==> config.mk <==
export PLATFORM = sky130hd
export DESIGN_NAME = pgb_port
export DESIGN_NICKNAME = d
export VERILOG_FILES = /design/src/pgb_pkg.sv /design/src/pgb_port.sv /design/src/pgb_sync.sv
export SDC_FILE = /design/constraint.sdc
export NUM_CORES = 1
export LEC_CHECK = 0
export ABC_CLOCK_PERIOD_IN_PS = 3030
export BUFFER_PORTS_ARGS = -buffer_cell sky130_fd_sc_hd__buf_2
export CORE_AREA = 3 3 125 103
export CTS_CLUSTER_DIAMETER = 50
export DETAILED_ROUTE_END_ITERATION = 16
export DIE_AREA = 0 0 128 106
export PLACE_DENSITY = 0.77
export SLEW_MARGIN = 5
export SYNTH_ARGS = -nofsm -noshare
export SYNTH_HDL_FRONTEND = slang
export SYNTH_HIERARCHICAL = 1
export SYNTH_SLANG_ARGS = --single-unit
==> constraint.sdc <==
create_clock -name ref_clk -period 3.03 [get_ports ref_clk]
set_input_delay 0.7575 -clock ref_clk [delete_from_list [all_inputs] [get_ports ref_clk]]
set_output_delay 0.7575 -clock ref_clk [all_outputs]
set_load 0.005 [all_outputs]
==> src/pgb_pkg.sv <==
/*
  Shared constants and types of the parallel GPIO bus port: register offsets,
  field positions, reset values, strobe timing and the transfer states.
  Assumes a 100 MHz register clock and 32-bit AXI4-Lite register access.
*/
`default_nettype none
package pgb_pkg;
  localparam logic [7:0] OFS_DIR = 8'h00;
  localparam logic [7:0] OFS_OUT = 8'h04;
  localparam logic [7:0] OFS_IN = 8'h08;
  localparam logic [7:0] OFS_BUS_CTRL = 8'h0c;
  localparam logic [7:0] OFS_BUS_CMD = 8'h10;
  localparam logic [7:0] OFS_WR_BYTE = 8'h14;
  localparam logic [7:0] OFS_RD_BYTE = 8'h18;
  localparam logic [7:0] OFS_JUMPER = 8'h1c;
  localparam logic [7:0] OFS_INT_STAT = 8'h20;
  localparam logic [7:0] OFS_INT_CLR = 8'h24;
  localparam logic [7:0] OFS_INT_EN = 8'h28;

  localparam int BUS_MODE_BIT = 0;
  localparam int ALT_LSB = 1;
  localparam int CMD_RD_BIT = 0;
  localparam int CMD_WR_BIT = 1;

  localparam int ALT_FRAME = 0;
  localparam int ALT_BATT = 1;
  localparam int ALT_SUPPLY = 2;

  localparam int EV_RD = 0;
  localparam int EV_WR = 1;
  localparam int EV_FRAME = 2;
  localparam int EV_BATT = 3;

  localparam int PIN_RD_STROBE = 3;
  localparam int PIN_WR_STROBE = 4;

  localparam logic [1:0] RESP_OKAY = 2'h0;
  localparam logic [1:0] RESP_SLVERR = 2'h2;

  localparam logic [4:0] DIR_RST = 5'h00;
  localparam logic [4:0] OUT_RST = 5'h00;
  localparam logic [2:0] ALT_LEGACY_RST = 3'h7;
  localparam logic [2:0] ALT_MODERN_RST = 3'h0;
  localparam int ALT_REV_X10 = 130;

  localparam int CLK_NS = 10;
  localparam int STROBE_NS = 50;
  localparam int STROBE_CYC = (STROBE_NS + CLK_NS - 1) / CLK_NS;
  localparam logic [2:0] STROBE_LOAD = 3'(STROBE_CYC - 1);

  typedef enum logic [3:0] {
    PGB_IDLE = 4'h1,
    PGB_RD = 4'h2,
    PGB_WR = 4'h4,
    PGB_HOLD = 4'h8
  } pgb_state_type;
endpackage
`default_nettype wire

==> src/pgb_port.sv <==
/*
  Parallel GPIO bus port: five single pins, a strobed byte bus, alternate pin
  roles, interrupt status and an AXI4-Lite register slave.
  Assumes the board resolves each pin from its output and output enable.
// Functional notes
// - Thirteen pins: five single, eight bus.
// - All pins are inputs after reset.
// - Each single pin has own direction.
// - Bus pins move together as one byte.
// - Low strobe, at least 50ns, pin four/five.
// - Read strobe captures bus byte into latch.
// - Write strobe drives stored byte onto bus.
// - Frame jumper: pin one sampled as frame start.
// - Battery jumper: pin two sampled as low battery.
// - Supply pin high enables, input leaves it external.
// - Alternate roles default only before revision 13.0.
*/
// The implementer's own choices: the address map and the AXI4-Lite interface to the registers.
`timescale 1ns/1ns
`default_nettype none
module pgb_port #(
  parameter int HW_REV_X10 = 130
) (
  input wire logic ref_clk,
  input wire logic rstn,
  input wire logic [7:0] s_axi_awaddr,
  input wire logic s_axi_awvalid,
  output logic s_axi_awready,
  input wire logic [31:0] s_axi_wdata,
  input wire logic [3:0] s_axi_wstrb,
  input wire logic s_axi_wvalid,
  output logic s_axi_wready,
  output logic [1:0] s_axi_bresp,
  output logic s_axi_bvalid,
  input wire logic s_axi_bready,
  input wire logic [7:0] s_axi_araddr,
  input wire logic s_axi_arvalid,
  output logic s_axi_arready,
  output logic [31:0] s_axi_rdata,
  output logic [1:0] s_axi_rresp,
  output logic s_axi_rvalid,
  input wire logic s_axi_rready,
  input wire logic frame_mark_or_gpio_pin_i,
  output logic frame_mark_or_gpio_pin_o,
  output logic frame_mark_or_gpio_pin_oe,
  input wire logic battery_status_or_gpio_pin_i,
  output logic battery_status_or_gpio_pin_o,
  output logic battery_status_or_gpio_pin_oe,
  input wire logic periph_supply_or_gpio_pin_i,
  output logic periph_supply_or_gpio_pin_o,
  output logic periph_supply_or_gpio_pin_oe,
  input wire logic gpio_pin_four_i,
  output logic gpio_pin_four_o,
  output logic gpio_pin_four_oe,
  input wire logic gpio_pin_five_i,
  output logic gpio_pin_five_o,
  output logic gpio_pin_five_oe,
  input wire logic [7:0] parallel_byte_pins_i,
  output logic [7:0] parallel_byte_pins_o,
  output logic parallel_byte_pins_oe,
  input wire logic supply_jumper,
  input wire logic frame_jumper,
  input wire logic battery_jumper,
  output logic irq
);
  // Legacy boards power up with the alternate roles armed.
  localparam logic [2:0] ALT_RST = (HW_REV_X10 < pgb_pkg::ALT_REV_X10) ?
    pgb_pkg::ALT_LEGACY_RST : pgb_pkg::ALT_MODERN_RST;

  typedef struct packed {
    logic awready;
    logic wready;
    logic bvalid;
    logic [1:0] bresp;
    logic aw_got;
    logic w_got;
    logic [7:0] awaddr;
    logic [7:0] wdata;
    logic wlane;
    logic arready;
    logic rvalid;
    logic [1:0] rresp;
    logic [7:0] rdata;
    logic [4:0] dir;
    logic [4:0] out;
    logic bus_mode;
    logic [2:0] alt_en;
    logic [7:0] wr_byte;
    logic [7:0] rd_byte;
    logic [3:0] int_stat;
    logic [3:0] int_en;
    pgb_pkg::pgb_state_type state;
    logic [2:0] cnt;
    logic frame_d;
    logic batt_d;
    logic [4:0] pin_o;
    logic [4:0] pin_oe;
    logic [7:0] bus_o;
    logic bus_oe;
    logic irq;
  } pgb_q_type;

  localparam pgb_q_type Q_RST = '{
    state: pgb_pkg::PGB_IDLE,
    alt_en: ALT_RST,
    dir: pgb_pkg::DIR_RST,
    out: pgb_pkg::OUT_RST,
    awready: 1'b1,
    wready: 1'b1,
    arready: 1'b1,
    default: '0
  };

  function automatic logic [7:0] word_addr(input logic [7:0] a);
    return {a[7:2], 2'b00};
  endfunction

  function automatic logic is_mapped(input logic [7:0] a);
    case (word_addr(a))
      pgb_pkg::OFS_DIR, pgb_pkg::OFS_OUT, pgb_pkg::OFS_IN, pgb_pkg::OFS_BUS_CTRL,
      pgb_pkg::OFS_BUS_CMD, pgb_pkg::OFS_WR_BYTE, pgb_pkg::OFS_RD_BYTE,
      pgb_pkg::OFS_JUMPER, pgb_pkg::OFS_INT_STAT, pgb_pkg::OFS_INT_CLR,
      pgb_pkg::OFS_INT_EN: return 1'b1;
      default: return 1'b0;
    endcase
  endfunction

  pgb_q_type q;
  pgb_q_type next_q;
  logic [15:0] sync_in;
  logic [15:0] sync_s;
  logic [4:0] pin_s;
  logic [7:0] bus_s;
  logic [2:0] jump_s;
  logic [2:0] alt_act;
  logic [3:0] ev;
  logic [3:0] clr;
  logic do_wr;
  logic start_rd;
  logic start_wr;
  logic busy;

  assign sync_in = {battery_jumper, frame_jumper, supply_jumper, parallel_byte_pins_i,
    gpio_pin_five_i, gpio_pin_four_i, periph_supply_or_gpio_pin_i,
    battery_status_or_gpio_pin_i, frame_mark_or_gpio_pin_i};

  pgb_sync #(
    .W(16)
  ) u_sync (
    .ref_clk(ref_clk),
    .rstn(rstn),
    .async_in(sync_in),
    .sync_out(sync_s)
  );

  assign pin_s = sync_s[4:0];
  assign bus_s = sync_s[12:5];
  assign jump_s = {sync_s[13], sync_s[15], sync_s[14]};

  always_comb begin
    next_q = q;
    busy = q.state != pgb_pkg::PGB_IDLE;
    alt_act = q.alt_en & {jump_s[pgb_pkg::ALT_SUPPLY], jump_s[pgb_pkg::ALT_BATT],
      jump_s[pgb_pkg::ALT_FRAME]};
    ev = 4'h0;
    clr = 4'h0;
    start_rd = 1'b0;
    start_wr = 1'b0;

    if (s_axi_awvalid && q.awready) begin
      next_q.aw_got = 1'b1;
      next_q.awaddr = s_axi_awaddr;
    end
    if (s_axi_wvalid && q.wready) begin
      next_q.w_got = 1'b1;
      next_q.wdata = s_axi_wdata[7:0];
      next_q.wlane = s_axi_wstrb[0];
    end
    if (q.bvalid && s_axi_bready) begin
      next_q.bvalid = 1'b0;
    end
    do_wr = next_q.aw_got && next_q.w_got && !q.bvalid;
    if (do_wr) begin
      next_q.aw_got = 1'b0;
      next_q.w_got = 1'b0;
      next_q.bvalid = 1'b1;
      next_q.bresp = is_mapped(next_q.awaddr) ? pgb_pkg::RESP_OKAY : pgb_pkg::RESP_SLVERR;
      if (next_q.wlane) begin
        case (word_addr(next_q.awaddr))
          pgb_pkg::OFS_DIR: next_q.dir = next_q.wdata[4:0];
          pgb_pkg::OFS_OUT: next_q.out = next_q.wdata[4:0];
          pgb_pkg::OFS_BUS_CTRL: begin
            // Mode changes are dropped while the bus is busy so a strobe is never cut short.
            if (!busy) begin
              next_q.bus_mode = next_q.wdata[pgb_pkg::BUS_MODE_BIT];
              next_q.alt_en = next_q.wdata[pgb_pkg::ALT_LSB +: 3];
            end
          end
          pgb_pkg::OFS_BUS_CMD: begin
            start_rd = next_q.wdata[pgb_pkg::CMD_RD_BIT] && q.bus_mode && !busy;
            start_wr = next_q.wdata[pgb_pkg::CMD_WR_BIT] && q.bus_mode && !busy && !start_rd;
          end
          pgb_pkg::OFS_WR_BYTE: begin
            if (!busy) begin
              next_q.wr_byte = next_q.wdata;
            end
          end
          pgb_pkg::OFS_INT_CLR: clr = next_q.wdata[3:0];
          pgb_pkg::OFS_INT_EN: next_q.int_en = next_q.wdata[3:0];
          default: begin
          end
        endcase
      end
    end
    next_q.awready = !next_q.aw_got && !next_q.bvalid;
    next_q.wready = !next_q.w_got && !next_q.bvalid;

    if (q.rvalid && s_axi_rready) begin
      next_q.rvalid = 1'b0;
      next_q.arready = 1'b1;
    end
    if (s_axi_arvalid && q.arready) begin
      next_q.arready = 1'b0;
      next_q.rvalid = 1'b1;
      next_q.rresp = is_mapped(s_axi_araddr) ? pgb_pkg::RESP_OKAY : pgb_pkg::RESP_SLVERR;
      case (word_addr(s_axi_araddr))
        pgb_pkg::OFS_DIR: next_q.rdata = {3'h0, q.dir};
        pgb_pkg::OFS_OUT: next_q.rdata = {3'h0, q.out};
        pgb_pkg::OFS_IN: next_q.rdata = {3'h0, pin_s};
        pgb_pkg::OFS_BUS_CTRL: next_q.rdata = {4'h0, q.alt_en, q.bus_mode};
        pgb_pkg::OFS_BUS_CMD: next_q.rdata = {7'h00, busy};
        pgb_pkg::OFS_WR_BYTE: next_q.rdata = q.wr_byte;
        pgb_pkg::OFS_RD_BYTE: next_q.rdata = q.rd_byte;
        pgb_pkg::OFS_JUMPER: next_q.rdata = {2'h0, alt_act, jump_s};
        pgb_pkg::OFS_INT_STAT: next_q.rdata = {4'h0, q.int_stat};
        pgb_pkg::OFS_INT_EN: next_q.rdata = {4'h0, q.int_en};
        default: next_q.rdata = 8'h00;
      endcase
    end

    case (q.state)
      pgb_pkg::PGB_IDLE: begin
        if (start_rd) begin
          next_q.state = pgb_pkg::PGB_RD;
          next_q.cnt = pgb_pkg::STROBE_LOAD;
        end else if (start_wr) begin
          next_q.state = pgb_pkg::PGB_WR;
          next_q.cnt = pgb_pkg::STROBE_LOAD;
        end
      end
      pgb_pkg::PGB_RD: begin
        if (q.cnt == 3'h0) begin
          next_q.rd_byte = bus_s;
          ev[pgb_pkg::EV_RD] = 1'b1;
          next_q.state = pgb_pkg::PGB_IDLE;
        end else begin
          next_q.cnt = q.cnt - 3'h1;
        end
      end
      pgb_pkg::PGB_WR: begin
        if (q.cnt == 3'h0) begin
          next_q.state = pgb_pkg::PGB_HOLD;
        end else begin
          next_q.cnt = q.cnt - 3'h1;
        end
      end
      pgb_pkg::PGB_HOLD: begin
        ev[pgb_pkg::EV_WR] = 1'b1;
        next_q.state = pgb_pkg::PGB_IDLE;
      end
      default: next_q.state = pgb_pkg::PGB_IDLE;
    endcase

    next_q.frame_d = pin_s[0];
    next_q.batt_d = pin_s[1];
    ev[pgb_pkg::EV_FRAME] = alt_act[pgb_pkg::ALT_FRAME] && pin_s[0] && !q.frame_d;
    ev[pgb_pkg::EV_BATT] = alt_act[pgb_pkg::ALT_BATT] && !pin_s[1] && q.batt_d;
    // A new event in the clearing cycle survives the clear.
    next_q.int_stat = (q.int_stat & ~clr) | ev;
    next_q.irq = |(next_q.int_stat & next_q.int_en);

    next_q.pin_oe = next_q.dir;
    next_q.pin_o = next_q.out;
    if (alt_act[pgb_pkg::ALT_FRAME]) begin
      next_q.pin_oe[0] = 1'b0;
    end
    if (alt_act[pgb_pkg::ALT_BATT]) begin
      next_q.pin_oe[1] = 1'b0;
    end
    if (next_q.bus_mode) begin
      next_q.pin_oe[pgb_pkg::PIN_RD_STROBE] = 1'b1;
      next_q.pin_oe[pgb_pkg::PIN_WR_STROBE] = 1'b1;
      next_q.pin_o[pgb_pkg::PIN_RD_STROBE] = next_q.state != pgb_pkg::PGB_RD;
      next_q.pin_o[pgb_pkg::PIN_WR_STROBE] = next_q.state != pgb_pkg::PGB_WR;
    end
    next_q.bus_o = next_q.wr_byte;
    next_q.bus_oe = next_q.state == pgb_pkg::PGB_WR || next_q.state == pgb_pkg::PGB_HOLD;
  end

  always_ff @(posedge ref_clk or negedge rstn) begin
    if (!rstn) begin
      q <= Q_RST;
    end else begin
      q <= next_q;
    end
  end

  assign s_axi_awready = q.awready;
  assign s_axi_wready = q.wready;
  assign s_axi_bresp = q.bresp;
  assign s_axi_bvalid = q.bvalid;
  assign s_axi_arready = q.arready;
  assign s_axi_rdata = {24'h000000, q.rdata};
  assign s_axi_rresp = q.rresp;
  assign s_axi_rvalid = q.rvalid;
  assign frame_mark_or_gpio_pin_o = q.pin_o[0];
  assign frame_mark_or_gpio_pin_oe = q.pin_oe[0];
  assign battery_status_or_gpio_pin_o = q.pin_o[1];
  assign battery_status_or_gpio_pin_oe = q.pin_oe[1];
  assign periph_supply_or_gpio_pin_o = q.pin_o[2];
  assign periph_supply_or_gpio_pin_oe = q.pin_oe[2];
  assign gpio_pin_four_o = q.pin_o[3];
  assign gpio_pin_four_oe = q.pin_oe[3];
  assign gpio_pin_five_o = q.pin_o[4];
  assign gpio_pin_five_oe = q.pin_oe[4];
  assign parallel_byte_pins_o = q.bus_o;
  assign parallel_byte_pins_oe = q.bus_oe;
  assign irq = q.irq;
endmodule
`default_nettype wire

==> src/pgb_sync.sv <==
/*
  Three-stage input synchroniser with agreement filter.
  Assumes asynchronous inputs; a bit changes once stages two and three agree.
*/
`timescale 1ns/1ns
`default_nettype none
module pgb_sync #(
  parameter int W = 16
) (
  input wire logic ref_clk,
  input wire logic rstn,
  input wire logic [W-1:0] async_in,
  output logic [W-1:0] sync_out
);
  typedef struct packed {
    logic [W-1:0] s1;
    logic [W-1:0] s2;
    logic [W-1:0] s3;
    logic [W-1:0] stable;
  } pgb_sync_q_type;

  pgb_sync_q_type q;
  pgb_sync_q_type next_q;

  always_comb begin
    next_q = q;
    next_q.s1 = async_in;
    next_q.s2 = q.s1;
    next_q.s3 = q.s2;
    next_q.stable = (q.s2 & ~(q.s2 ^ q.s3)) | (q.stable & (q.s2 ^ q.s3));
  end

  always_ff @(posedge ref_clk or negedge rstn) begin
    if (!rstn) begin
      q <= '0;
    end else begin
      q <= next_q;
    end
  end

  assign sync_out = q.stable;
endmodule
`default_nettype wire

==> flow_metrics.tcl <==
set metrics [dict create \
    wl_per_cell_um 17.3 \
    cts_setup_buffers 0 \
    grt_max_degree 70 \
    filler_cell_count 858 \
    dieArea_mm2 0.0136 \
    yosysUniqueCellTypes 61 \
    syn_inst 510 \
    ys_top_cells_by_count "dfrtp_1 (147), buf_4 (60), nand2_1 (39), mux2_2 (27), nor2_1 (27)" \
    synth_flop_cell "dfrtp_1" \
    clockBufferDepth 2 \
    ys_seq_area_frac 0.603 \
    cts_resized 0 \
    synth_seq_cells 151 \
    drt-initial-drc-count 313 \
    vias 4005 \
    r2r_cells 7 \
    status "finished, final reports clean" \
    ios 136 \
    numClockSinks 151 \
    wl_um 12700 \
    io_buffer_count 78 \
    synth.top_cell.area_share 0.586 \
    antenna_cells 0 \
    gp_congestion 0.837 \
    endpoint_kind "flop" \
    ys_top_cells_by_area "dfrtp_1 (59%), buf_4 (7.2%), mux2_2 (4.8%), maj3_2 (2.9%), nand2_1 (2.3%)" \
    netlist_area_mm2 0.00627 \
    worstPathArrival_ns 2.91 \
    finalCritPeriodShare 0.870 \
    h-tree-depth 4 \
    synthXorXnorAreaFrac 0.00140 \
    antenna_found_initial 0 \
    nets 652 \
    whs_ns 0.340 \
    power_density_mw_per_mm2 808 \
    ant_nets 0 \
    drc 0 \
    report.final.slew_viol_count 0 \
    p_leak_nw 3.48 \
    path_class "reg -> reg" \
    synth_top_area_cell "dfrtp_1" \
    regArea_mm2 0.00378 \
    synth_edf_count 0 \
    vdd_drop_max_v 0.000428 \
    max_slew_margin 0.581 \
    syn_avg_cell_area_um2 12.3 \
    drive_gt1_frac 0.315 \
    setup_violations 0 \
    gr-usage-met1 0.254 \
    cts_root_buf "clkbuf_16" \
    area_growth_pct 14.5 \
    use_met2 0.305 \
    clk_latency_ns 0.41 \
    rsz0062_at_grt "false" \
    worstMarginPinSlew_ns 0.628 \
    async_reset_ff_frac 1.00 \
    firstDrtPassIters 4 \
    period_needed_ns 2.64 \
    grt_overflow_total 0 \
    die_h_um 106 \
    top_usage_layer "met2" \
    worstPathRequired_ns 3.31 \
    initial_core_util 0.543 \
    synth-simple-area-share 0.105 \
    cts.reportedPaths.clkPinSlew_ns 0.06 \
    die_w_um 128 \
    synth_top_family_by_area "simple AND/OR/NAND/NOR gates" \
    grt_pass1_vias 4068 \
    grt_pass1_wl_um 20600 \
    core_mm2 0.0116 \
    fmax_mhz 379 \
    cts_tree "yes" \
    hold_path_class "in -> async" \
    synthAdderAreaFrac 0.0327 \
    finalHoldViolations 0 \
    yosysMostFrequentCell "dfrtp_1" \
    fin_skew_ns 0.00908 \
    path_max_fanout 9 \
    dpl.hpwl_um 8930 \
    rows 35 \
    timing.rr.end "irq" \
    cap_viol_max_count 0 \
    tns_ns 0 \
    viasPerCell 5.44 \
    grt_use_total 0.193 \
    reg2reg_from "s_axi_awready" \
    cts_made_buffers 17 \
    ys.warnings.count 6 \
    cp-start-kind "flop" \
    worst-r2r-setup-slack_ns 0.39 \
    holdBufCountCts 0 \
    use_met3 0.0583 \
    multi_input_area_mm2 0.00201 \
    synth_mux_area_frac 0.0816 \
    synth_compound_area_frac 0.0844 \
]
cell usage in the layout (no fill, tap or decap), types with 4 or more instances in the layout:
| master | count |
|---|---|
| dfrtp_1 | 147 |
| buf_2 | 77 |
| nand2_1 | 39 |
| mux2_2 | 27 |
| nor2_1 | 27 |
| a21oi_1 | 26 |
| conb_1 | 26 |
| inv_1 | 18 |
| o21ai_0 | 17 |
| clkbuf_16 | 17 |
| maj3_2 | 16 |
| mux2i_1 | 14 |
| buf_4 | 13 |
| nor3_1 | 11 |
| a31oi_1 | 6 |
| a21boi_1 | 6 |
| o31ai_1 | 5 |
| clkinv_4 | 5 |
| and2_1 | 4 |
| nand4b_1 | 4 |
| nand2b_1 | 4 |
| o21ai_1 | 4 |
| a22oi_1 | 4 |
| nand3_1 | 4 |
| dfstp_2 | 4 |
metrics by stage:
stage	cell area, um^2	power (mW)	util	std cells	setup WS [ns]
after floorplan	6370	3.36	-	535	0.275
after global placement	6580	3.66	0.569	704	0.113
after detailed placement	6580	3.72	0.569	704	0.0898
after CTS	7180	5.83	0.621	736	0.399
after global routing	7180	6.07	0.621	736	0.259
final	7180	5.80	0.621	736	0.393
worst max-delay path, stage by stage, from the launching register on:
cell and delay, ns:
dfstp_2 0.60, and2_1 0.26, o221ai_2 0.17, nor4_2 0.28, buf_4 0.18, mux2_2 0.34
a21boi_1 0.12, or4_1 0.54
power breakdown:
part	internal, mW	switching, mW
clock network	1.27	0.831
logic	0.465	0.626
registers	2.38	0.237
layout make-up:
| class | instances | share of cell area |
|---|---|---|
| Clock inverter | 12 | 0.0199 |
| Sequential cell | 151 | 0.527 |
| Inverter | 18 | 0.00941 |
| Tap cell | 148 | 0.0258 |
| Clock buffer | 20 | 0.0636 |
| Timing Repair Buffer | 93 | 0.0744 |
| Multi-Input combinational cell | 294 | 0.280 |
routing by layer:
layer	part of all wire	routed length, um
met1	0.42	5330
met2	0.49	6260
met3	0.071	902
met4	0.017	212
met5	0	0
worst max path at each step:
stage,start,cells past startpoint,slack [ns],endpoint
2_1_floorplan,s_axi_wvalid,6,0.27,irq
3_3_place_gp,s_axi_awvalid,8,0.11,irq
3_5_place_dp,s_axi_awvalid,8,0.09,irq
4_1_cts,s_axi_awready,7,0.40,irq
5_1_grt,s_axi_awready,7,0.26,irq
6_report,s_axi_awready,7,0.39,irq
logic make-up after synthesis:
group | Yosys count
flops | 151
simple gates | 120
buf+inv | 90
compound gates | 84
mux | 45
fa+ha+maj | 18
other cells | 1
xor+xnor | 1
Power figures use the tool's default switching activity.
